**src/pkg/rcb1_defs.vh**
```
/*
 * Constants for the circular mode 1 buffer pointer manager.
 * Assumes word-addressed shared RAM and 16-bit command and status words.
 */
`ifndef RCB1_DEFS_VH
`define RCB1_DEFS_VH

// Register map
`define RCB1_CFG2_ADDR      16'h0001
`define RCB1_CFG2_RESET     16'h0000
`define RCB1_CFG2_BCSEL_BIT 3

// Descriptor word offsets from base N
`define RCB1_DESC_CTL       2'h0
`define RCB1_DESC_START     2'h1
`define RCB1_DESC_CUR       2'h2
`define RCB1_DESC_END       2'h3

// Descriptor control word fields
`define RCB1_CTL_IRQ_BIT    15
`define RCB1_CTL_PINGPONG_ENABLE_BIT_BIT   2
`define RCB1_CTL_CIR2_BIT   1
`define RCB1_CTL_CIR1_BIT   0

// Message information word
`define RCB1_INFO_BROADCAST_FLAG_BIT 13

// Command word fields
`define RCB1_CMD_RT_HI      15
`define RCB1_CMD_RT_LO      11
`define RCB1_CMD_TR_BIT     10
`define RCB1_CMD_SA_HI      9
`define RCB1_CMD_SA_LO      5
`define RCB1_CMD_WC_HI      4
`define RCB1_CMD_WC_LO      0
`define RCB1_BROADCAST_FLAG_RT       5'h1f
`define RCB1_MODE_SA0       5'h00
`define RCB1_MODE_SA1       5'h1f

// Descriptor table layout
`define RCB1_TBL_BASE       15'h0400
`define RCB1_MODE_REGION    9'h100

// Record layout: info word, time-tag word, then data
`define RCB1_DATA_OFS       2'h2

`endif

```
**src/verilog/rcb1_engine.v**
```verilog
/*
 * Circular buffer mode 1 pointer manager of a remote terminal.
 * Assumes a protocol engine that decodes bus words and a single
 * shared RAM port answering each request with a one-cycle ack.
 */
// Behaviour
// Mode 1 only when pingpong and circ2 bits clear and circ1 bit set.
// Mode code commands never get circular handling.
// Descriptor read as control, start, current, end at N..N+3.
// Descriptor chosen from T/R bit, subaddress and word count or mode code.
// Receive data from current+2; info and time-tag at current, current+1 after.
// Transmit data fetched from current+2; info and time-tag written after.
// Error-free receive: current becomes next address if not past end.
// Receive past end: current reloads start; interrupt if both enables set.
// Error-free transmit: current becomes next address if not past end.
// Transmit past end: current reloads start; buffer-empty interrupt if enabled.
// Error, busy or illegal: info and time-tag written, no data, no update; the code still moves the message's data words.
// Accesses may run past end within a message; host pads 33 words.
// Start and end pointers never written; only current written back.
// Host initialises current equal to start.
// Host leaves two reserved words before each transmit packet.
// Broadcast and non-broadcast receive data share one buffer.
// Broadcast select bit puts broadcast flag in info word bit 13.
// Broadcast transmit to address 31: no transmit, info written, no update.
// Interrupt enable of descriptor is control word bit 15.
// Pointers compared as unsigned word addresses.
`timescale 1ns/1ps
`include "rcb1_defs.vh"

module rcb1_engine #(
	parameter AW = 15,
	parameter [AW-1:0] TBL_BASE = `RCB1_TBL_BASE
) (
	// Clock and reset
	input  wire          sys_clk,
	input  wire          rst,
	// Host register port
	input  wire          reg_wr,
	input  wire [15:0]   reg_addr,
	input  wire [15:0]   reg_wdata,
	output reg  [15:0]   reg_rdata,
	// Static options
	input  wire          irq_enable_bit,
	input  wire          broadcast_split_enable,
	// Protocol engine: message framing
	input  wire          msg_start,
	input  wire [15:0]   cmd_word,
	input  wire          cmd_broadcast_flag,
	input  wire          cmd_nostore,
	input  wire          msg_end,
	input  wire          msg_error,
	input  wire          msg_busy,
	input  wire          msg_illegal,
	input  wire [15:0]   info_word,
	input  wire [15:0]   time_tag,
	// Protocol engine: data words
	input  wire          rx_wr,
	input  wire [15:0]   rx_data,
	input  wire          tx_rd,
	output reg  [15:0]   tx_data,
	output reg           tx_valid,
	output reg           word_ack,
	// Protocol engine: status
	output reg           desc_ready,
	output reg           circ_active,
	output reg           tx_suppress,
	output reg           msg_done,
	output reg           message_irq_out,
	// Shared RAM port
	output reg           mem_req,
	output reg           mem_we,
	output reg  [AW-1:0] mem_addr,
	output reg  [15:0]   mem_wdata,
	input  wire          mem_ack,
	input  wire [15:0]   mem_rdata
);

	localparam [3:0] ST_IDLE   = 4'h0;
	localparam [3:0] ST_CTL    = 4'h1;
	localparam [3:0] ST_START  = 4'h2;
	localparam [3:0] ST_CUR    = 4'h3;
	localparam [3:0] ST_END    = 4'h4;
	localparam [3:0] ST_ACTIVE = 4'h5;
	localparam [3:0] ST_INFO   = 4'h6;
	localparam [3:0] ST_TT     = 4'h7;
	localparam [3:0] ST_CURWR  = 4'h8;
	localparam [3:0] ST_DONE   = 4'h9;

	reg  [3:0]    state_reg;
	reg  [15:0]   cfg2_reg;
	reg  [AW-1:0] base_reg;
	reg  [15:0]   ctl_reg;
	reg  [AW-1:0] start_reg;
	reg  [AW-1:0] cur_reg;
	reg  [AW-1:0] end_reg;
	reg  [AW-1:0] ptr_reg;
	reg           tr_reg;
	reg           broadcast_flag_reg;
	reg           mode_reg;
	reg           nostore_reg;
	reg           end_pend_reg;
	reg           fail_reg;
	reg  [15:0]   info_reg;
	reg  [15:0]   tt_reg;

	wire [4:0]    cmd_sa;
	wire [4:0]    cmd_wc;
	wire          cmd_tr;
	wire          cmd_mode;
	wire [8:0]    desc_off;
	wire [AW-1:0] desc_addr;
	wire          mode1_sel;
	wire [15:0]   info_out;
	wire [AW-1:0] new_cur;
	wire          wrapped;
	wire          end_now;
	wire          may_update;

	assign cmd_sa   = cmd_word[`RCB1_CMD_SA_HI:`RCB1_CMD_SA_LO];
	assign cmd_wc   = cmd_word[`RCB1_CMD_WC_HI:`RCB1_CMD_WC_LO];
	assign cmd_tr   = cmd_word[`RCB1_CMD_TR_BIT];
	assign cmd_mode = (cmd_sa == `RCB1_MODE_SA0) || (cmd_sa == `RCB1_MODE_SA1);

	// Subaddress blocks fill 256 words; mode code blocks sit above so none overlap
	assign desc_off  = cmd_mode ? (`RCB1_MODE_REGION | {1'b0, cmd_tr, cmd_wc, 2'h0})
	                            : {1'b0, cmd_tr, cmd_sa, 2'h0};
	assign desc_addr = TBL_BASE + {{(AW-9){1'b0}}, desc_off};

	assign mode1_sel = !mode_reg
	                   && !ctl_reg[`RCB1_CTL_PINGPONG_ENABLE_BIT_BIT]
	                   && !ctl_reg[`RCB1_CTL_CIR2_BIT]
	                   && ctl_reg[`RCB1_CTL_CIR1_BIT];

	// Gap error flag slot carries the broadcast flag when selected
	assign info_out = cfg2_reg[`RCB1_CFG2_BCSEL_BIT]
	                  ? {info_reg[15:14], broadcast_flag_reg, info_reg[12:0]}
	                  : info_reg;

	assign end_now    = msg_end && (state_reg != ST_IDLE);
	assign may_update = circ_active && !fail_reg && !tx_suppress && !nostore_reg;

	rcb1_wrap #(
		.AW(AW)
	) u_wrap (
		.next_addr(ptr_reg),
		.start_ptr(start_reg),
		.end_ptr  (end_reg),
		.new_cur  (new_cur),
		.wrapped  (wrapped)
	);

	// Host register port
	always @(posedge sys_clk) begin
		if (rst) begin
			cfg2_reg  <= `RCB1_CFG2_RESET;
			reg_rdata <= 16'h0000;
		end else begin
			if (reg_wr && reg_addr == `RCB1_CFG2_ADDR) begin
				cfg2_reg <= reg_wdata;
			end
			reg_rdata <= (reg_addr == `RCB1_CFG2_ADDR) ? cfg2_reg : 16'h0000;
		end
	end

	// Message sequencer
	always @(posedge sys_clk) begin
		if (rst) begin
			state_reg       <= ST_IDLE;
			base_reg        <= {AW{1'b0}};
			ctl_reg         <= 16'h0000;
			start_reg       <= {AW{1'b0}};
			cur_reg         <= {AW{1'b0}};
			end_reg         <= {AW{1'b0}};
			ptr_reg         <= {AW{1'b0}};
			tr_reg          <= 1'b0;
			broadcast_flag_reg       <= 1'b0;
			mode_reg        <= 1'b0;
			nostore_reg     <= 1'b0;
			end_pend_reg    <= 1'b0;
			fail_reg        <= 1'b0;
			info_reg        <= 16'h0000;
			tt_reg          <= 16'h0000;
			tx_data         <= 16'h0000;
			tx_valid        <= 1'b0;
			word_ack        <= 1'b0;
			desc_ready      <= 1'b0;
			circ_active     <= 1'b0;
			tx_suppress     <= 1'b0;
			msg_done        <= 1'b0;
			message_irq_out <= 1'b0;
			mem_req         <= 1'b0;
			mem_we          <= 1'b0;
			mem_addr        <= {AW{1'b0}};
			mem_wdata       <= 16'h0000;
		end else begin
			tx_valid        <= 1'b0;
			word_ack        <= 1'b0;
			desc_ready      <= 1'b0;
			msg_done        <= 1'b0;
			message_irq_out <= 1'b0;
			// End of message is latched so it is not lost behind a RAM access
			if (end_now && state_reg <= ST_ACTIVE) begin
				end_pend_reg <= 1'b1;
				fail_reg     <= msg_error || msg_busy || msg_illegal;
				info_reg     <= info_word;
				tt_reg       <= time_tag;
			end
			case (state_reg)
			ST_IDLE: begin
				if (msg_start) begin
					tr_reg       <= cmd_tr;
					broadcast_flag_reg    <= cmd_broadcast_flag;
					mode_reg     <= cmd_mode;
					nostore_reg  <= cmd_nostore;
					end_pend_reg <= 1'b0;
					fail_reg     <= 1'b0;
					tx_suppress  <= 1'b0;
					circ_active  <= 1'b0;
					base_reg     <= desc_addr;
					mem_addr     <= desc_addr;
					mem_we       <= 1'b0;
					mem_req      <= 1'b1;
					state_reg    <= ST_CTL;
				end
			end
			ST_CTL: begin
				if (mem_ack) begin
					ctl_reg   <= mem_rdata;
					mem_addr  <= base_reg + {{(AW-2){1'b0}}, `RCB1_DESC_START};
					state_reg <= ST_START;
				end
			end
			ST_START: begin
				if (mem_ack) begin
					start_reg <= mem_rdata[AW-1:0];
					mem_addr  <= base_reg + {{(AW-2){1'b0}}, `RCB1_DESC_CUR};
					state_reg <= ST_CUR;
				end
			end
			ST_CUR: begin
				if (mem_ack) begin
					cur_reg   <= mem_rdata[AW-1:0];
					mem_addr  <= base_reg + {{(AW-2){1'b0}}, `RCB1_DESC_END};
					state_reg <= ST_END;
				end
			end
			ST_END: begin
				if (mem_ack) begin
					end_reg     <= mem_rdata[AW-1:0];
					mem_req     <= 1'b0;
					ptr_reg     <= cur_reg + {{(AW-2){1'b0}}, `RCB1_DATA_OFS};
					circ_active <= mode1_sel;
					// Broadcast transmit is not answered on the bus in circular mode 1
					tx_suppress <= mode1_sel && tr_reg && broadcast_flag_reg;
					desc_ready  <= 1'b1;
					state_reg   <= ST_ACTIVE;
				end
			end
			ST_ACTIVE: begin
				if (mem_req) begin
					if (mem_ack) begin
						mem_req  <= 1'b0;
						word_ack <= 1'b1;
						// Runs past end_pointer freely until the message ends
						ptr_reg  <= ptr_reg + {{(AW-1){1'b0}}, 1'b1};
						if (!mem_we) begin
							tx_data  <= mem_rdata;
							tx_valid <= 1'b1;
						end
					end
				end else if (end_pend_reg) begin
					end_pend_reg <= 1'b0;
					if (circ_active) begin
						mem_req   <= 1'b1;
						mem_we    <= 1'b1;
						mem_addr  <= cur_reg;
						mem_wdata <= info_out;
						state_reg <= ST_INFO;
					end else begin
						state_reg <= ST_DONE;
					end
				end else if (word_ack) begin
					// The served request still stands while its ack shows; never take it twice
				end else if (rx_wr && circ_active && !tr_reg && !nostore_reg) begin
					// Broadcast receive shares the buffer whatever the split option
					mem_req   <= 1'b1;
					mem_we    <= 1'b1;
					mem_addr  <= ptr_reg;
					mem_wdata <= rx_data;
				end else if (tx_rd && circ_active && tr_reg && !tx_suppress && !nostore_reg) begin
					mem_req  <= 1'b1;
					mem_we   <= 1'b0;
					mem_addr <= ptr_reg;
				end else if ((rx_wr || tx_rd) && !circ_active) begin
					// Other buffer modes are served elsewhere; keep the engine moving
					word_ack <= 1'b1;
				end
			end
			ST_INFO: begin
				if (mem_ack) begin
					mem_addr  <= cur_reg + {{(AW-1){1'b0}}, 1'b1};
					mem_wdata <= tt_reg;
					state_reg <= ST_TT;
				end
			end
			ST_TT: begin
				if (mem_ack) begin
					if (may_update) begin
						// Only current_pointer is ever written back
						mem_addr  <= base_reg + {{(AW-2){1'b0}}, `RCB1_DESC_CUR};
						mem_wdata <= {{(16-AW){1'b0}}, new_cur};
						state_reg <= ST_CURWR;
					end else begin
						mem_req   <= 1'b0;
						state_reg <= ST_DONE;
					end
				end
			end
			ST_CURWR: begin
				if (mem_ack) begin
					mem_req         <= 1'b0;
					cur_reg         <= new_cur;
					message_irq_out <= wrapped && ctl_reg[`RCB1_CTL_IRQ_BIT]
					                   && irq_enable_bit;
					state_reg       <= ST_DONE;
				end
			end
			ST_DONE: begin
				msg_done    <= 1'b1;
				circ_active <= 1'b0;
				tx_suppress <= 1'b0;
				state_reg   <= ST_IDLE;
			end
			default: begin
				mem_req   <= 1'b0;
				state_reg <= ST_IDLE;
			end
			endcase
		end
	end

endmodule // rcb1_engine

```
**src/verilog/rcb1_wrap.v**
```verilog
/*
 * Next current_pointer choice after an error-free message.
 * Assumes pointers are plain unsigned word addresses in one RAM space.
 */
`timescale 1ns/1ps

module rcb1_wrap #(
	parameter AW = 15
) (
	// Pointers
	input  wire [AW-1:0] next_addr,
	input  wire [AW-1:0] start_ptr,
	input  wire [AW-1:0] end_ptr,
	// Result
	output wire [AW-1:0] new_cur,
	output wire          wrapped
);

	// Unsigned compare; a record may run past end_pointer before the wrap
	assign wrapped = (next_addr > end_ptr);
	assign new_cur = wrapped ? start_ptr : next_addr;

endmodule // rcb1_wrap

```
**config.mk**
```make
export PLATFORM = sky130hd
export DESIGN_NAME = rcb1_engine
export DESIGN_NICKNAME = d
export VERILOG_FILES = /design/src/verilog/rcb1_engine.v /design/src/verilog/rcb1_wrap.v
export VERILOG_INCLUDE_DIRS = /design/src /design/src/pkg
export SDC_FILE = /design/constraint.sdc
export NUM_CORES = 1
export LEC_CHECK = 0
export BUFFER_PORTS_ARGS = -buffer_cell sky130_fd_sc_hd__buf_2
export CORE_MARGIN = 2
export CORE_UTILIZATION = 50
export CTS_CLUSTER_SIZE = 40
export DETAILED_ROUTE_END_ITERATION = 10
export GPL_TIMING_DRIVEN = 0
export PLACE_DENSITY = 0.78
export SLEW_MARGIN = 5
export SYNTH_ARGS = -nofsm -noshare
export SYNTH_HDL_FRONTEND = slang
export SYNTH_SLANG_ARGS = --single-unit
```
**constraint.sdc**
```tcl
create_clock -name sys_clk -period 2.13 [get_ports sys_clk]
set_clock_uncertainty 0.05 [all_clocks]
set_input_delay 0.213 -clock sys_clk [delete_from_list [all_inputs] [get_ports sys_clk]]
set_output_delay 0.213 -clock sys_clk [all_outputs]
set_load 0.01 [all_outputs]
```
==> reports/results.tsv <==
metric	value	unit
layout cells sized above 1	29.4	%
Final min period	2.28	ns
Clock Pin Slew Worst Setup and Hold Paths	0.08	ns
DRT antenna net count	0	
sum of negative setup slack	-2.62	ns
startpoint types	flip-flop	
I/O pin cnt	199	
CTS max path bufs	2	
FF-to-FF Start	end_reg[5]	
CTS tree	done	
die width	147	um
first-pass GRT wire length	57800	um
Hold Path Class	input pin to flip-flop	
Placed Cells	1789	
fin nets	1783	
Post-Syn Area	0.0102	mm^2
number of global-route vias before repair	10695	
Synth Net Count	1473	
WL final	39100	um
crit-path max FO	5	
die extent in y	147	um
Area growth, synth to finish	36.3	%
total CTS buffers	17	
root buf cell	clkbuf_16	
HPWL Detailed	25900	um
htree depth	4	
FP Rows	52	
outcome	finished, violations left	
flip-flop and latch count after synthesis	200	
CP arrival	2.56	ns
Synth async-reset ratio	0	%
FF-to-FF path depth	11	
WHS	0.00545	ns
total die area	0.0215	mm^2
Routability Congestion	0.992	
Slew Viols, Final	0	
first-pass iteration count of the detailed router	8	
Worst IR Drop VDD	0.696	mV
power density cells	898	mW/mm^2
RSZ-0062 raised after global routing	yes	
initial core utilization	50.7	%
Yosys warning count	0	
Buffers on Ports	191	
Syn Area/Cell	7.67	um^2
Leakage	5.73	nW
Max-Cap Viols	0	
RR Endpoint	cur_reg[14]	
fillcell total	1608	
Setup WS post-layout	-0.150	ns
Final setup viols	32	
final worst-path cycle share	107	%
Sink Count	200	
gr usage total	33.9	%
Post-Syn Instances	1328	
grt total ovfl	0	
Crit Path Category	flip-flop to flip-flop	
initial antenna violation count	0	
Avg WL per Cell	20.4	um
Setup crit end	cur_reg[14]	
Seq/Total Area, Yosys	39.3	%
endpoint class of the critical path	flip-flop	
Final Hold Viols	0	
ant diodes	0	
worst skew pair latency	0.45	ns
worst slew pin tran	0.971	ns
Iter 0 DRT Violations	1439	
fin cells	1921	
Yosys cell types	62	
Residual DRC	0	
largest net degree at the start of global routing	20	
failing checks	setup timing	
Core Region	0.0201	mm^2
number of flops mapped to enable cells by yosys	0	
Worst Path Required	2.41	ns
relative slew slack	35.3	%
DR vias/cell	6.06	
Critical Path Start	end_reg[5]	
ys flop type	dfxtp_1	
r2r setup slk	-0.15	ns
fmax	439	MHz
via count	11646	
==> worst max-delay path, cell delays in order (launching register included) <==
cell and delay, ns:
dfxtp_1 0.36, inv_1 0.05, ha_1 0.29, nand4_1 0.17
a21oi_2 0.18, o31ai_2 0.09, a21oi_2 0.31, buf_4 0.18
buf_6 0.12, buf_8 0.12, nand4b_1 0.13, nand3_1 0.10
==> metal layers <==
| layer | wire length (um) | track usage (%) | up-vias |
|---|---|---|---|
| met4 | 1810 | 16.0 | 0 |
| met2 | 17700 | 54.0 | 769 |
| met5 | 0 | 0 | - |
| met3 | 3830 | 7.05 | 127 |
| met1 | 15800 | 44.3 | 5426 |
| li1 | - | - | 5324 |
==> synth_stat cells, types with 8 or more instances <==
cell type,n,share of area (%)
and3_1,27,1.7
o211ai_1,17,1.3
mux2_2,17,1.9
inv_1,37,1.4
nand4_1,41,2.5
nor4_1,13,0.80
dfxtp_1,200,39
a211oi_1,19,1.4
nand2_1,246,9.1
mux2i_1,35,3.4
nor2_1,116,4.3
or2_2,13,0.80
nor3_1,18,0.88
xor2_1,8,0.69
xnor2_1,12,1.0
nand3_1,47,2.3
nand4b_1,15,1.3
a21oi_1,136,6.7
o21ai_0,62,3.0
clkbuf_1,91,3.4
a22oi_1,24,1.8
ha_1,18,2.2
==> logic make-up (layout without fill, tap and decap cells) <==
logic type | count (synthesis) | in the layout | share of synthesized area (%)
and+or+nand+nor | 578 | 579 | 26.8
AOI/OAI and AO/OA | 312 | 312 | 18.8
DFF | 200 | 200 | 39.3
buffers and inverters | 148 | 470 | 5.80
muxes | 52 | 52 | 5.32
xor gates and xnor gates | 20 | 20 | 1.72
adders and majority gates | 18 | 18 | 2.21
==> worst min path at each step <==
stage / from / to / slack [ns] / depth (start not counted)
floorplan: info_word[0] / info_reg[0] / 0.30 / 2
global placement: info_reg[15] / info_reg[15] / 0.39 / 2
detailed placement: tx_data[2] / tx_data[2] / 0.40 / 2
CTS: mem_rdata[8] / tx_data[8] / 0.002 / 3
global route: mem_rdata[8] / end_reg[8] / 0.02 / 3
finish: mem_rdata[8] / end_reg[8] / 0.005 / 3
==> final cells by class <==
| type | count | area [um^2] | share of cell area [%] |
|---|---|---|---|
| Clock inverter | 13 | 134 | 0.964 |
| Tap cell | 270 | 338 | 2.43 |
| Inverter | 38 | 146 | 1.05 |
| Buffer | 96 | 593 | 4.27 |
| Timing Repair Buffer | 304 | 2060 | 14.8 |
| Sequential cell | 200 | 4070 | 29.3 |
| Multi-Input combinational cell | 981 | 6120 | 44.0 |
| Clock buffer | 19 | 433 | 3.12 |
==> what timing repair did <==
item | in CTS | in global routing
gates resized for setup | 126 | 146
endpoints found under the setup margin | 148 | 123
buffers inserted | 20 | 27
gates cloned | 3 | 5
pin swaps | 27 | 41
hold buffers | 59 | 0
endpoints found under the hold margin | 65 | 0
==> placed cells by master (no fill, tap or decap), types with 20 or more instances in the layout <==
| cell | n |
|---|---|
| a22oi_1 | 22 |
| nand2_1 | 246 |
| o21ai_0 | 56 |
| nand3_1 | 41 |
| buf_2 | 196 |
| clkbuf_16 | 20 |
| buf_4 | 42 |
| and3_1 | 26 |
| a21oi_1 | 120 |
| clkbuf_1 | 36 |
| dlygate4sd3_1 | 59 |
| mux2i_1 | 34 |
| dfxtp_1 | 171 |
| inv_1 | 30 |
| clkbuf_2 | 28 |
| nor2_1 | 105 |
| nand4_1 | 41 |
==> per-stage QoR <==
step	power, mW	setup slack, ns	instance area [um^2]	utilization (%)
global placement	7.84	-0.865	11500	57.1
detailed placement	7.90	-0.945	11500	57.1
floorplan	6.77	0.00996	10200	-
CTS	11.5	-0.107	13200	65.5
finish	12.5	-0.150	13900	69.1
global route	12.9	-0.190	13900	69.1
==> power by group <==
part | switching, mW | total [mW] | internal, mW
clock | 1.66 | 3.22 | 1.56
sequential | 0.390 | 4.55 | 4.16
combinational | 2.64 | 4.70 | 2.06
Note: power is estimated with default switching activity, not from simulation.
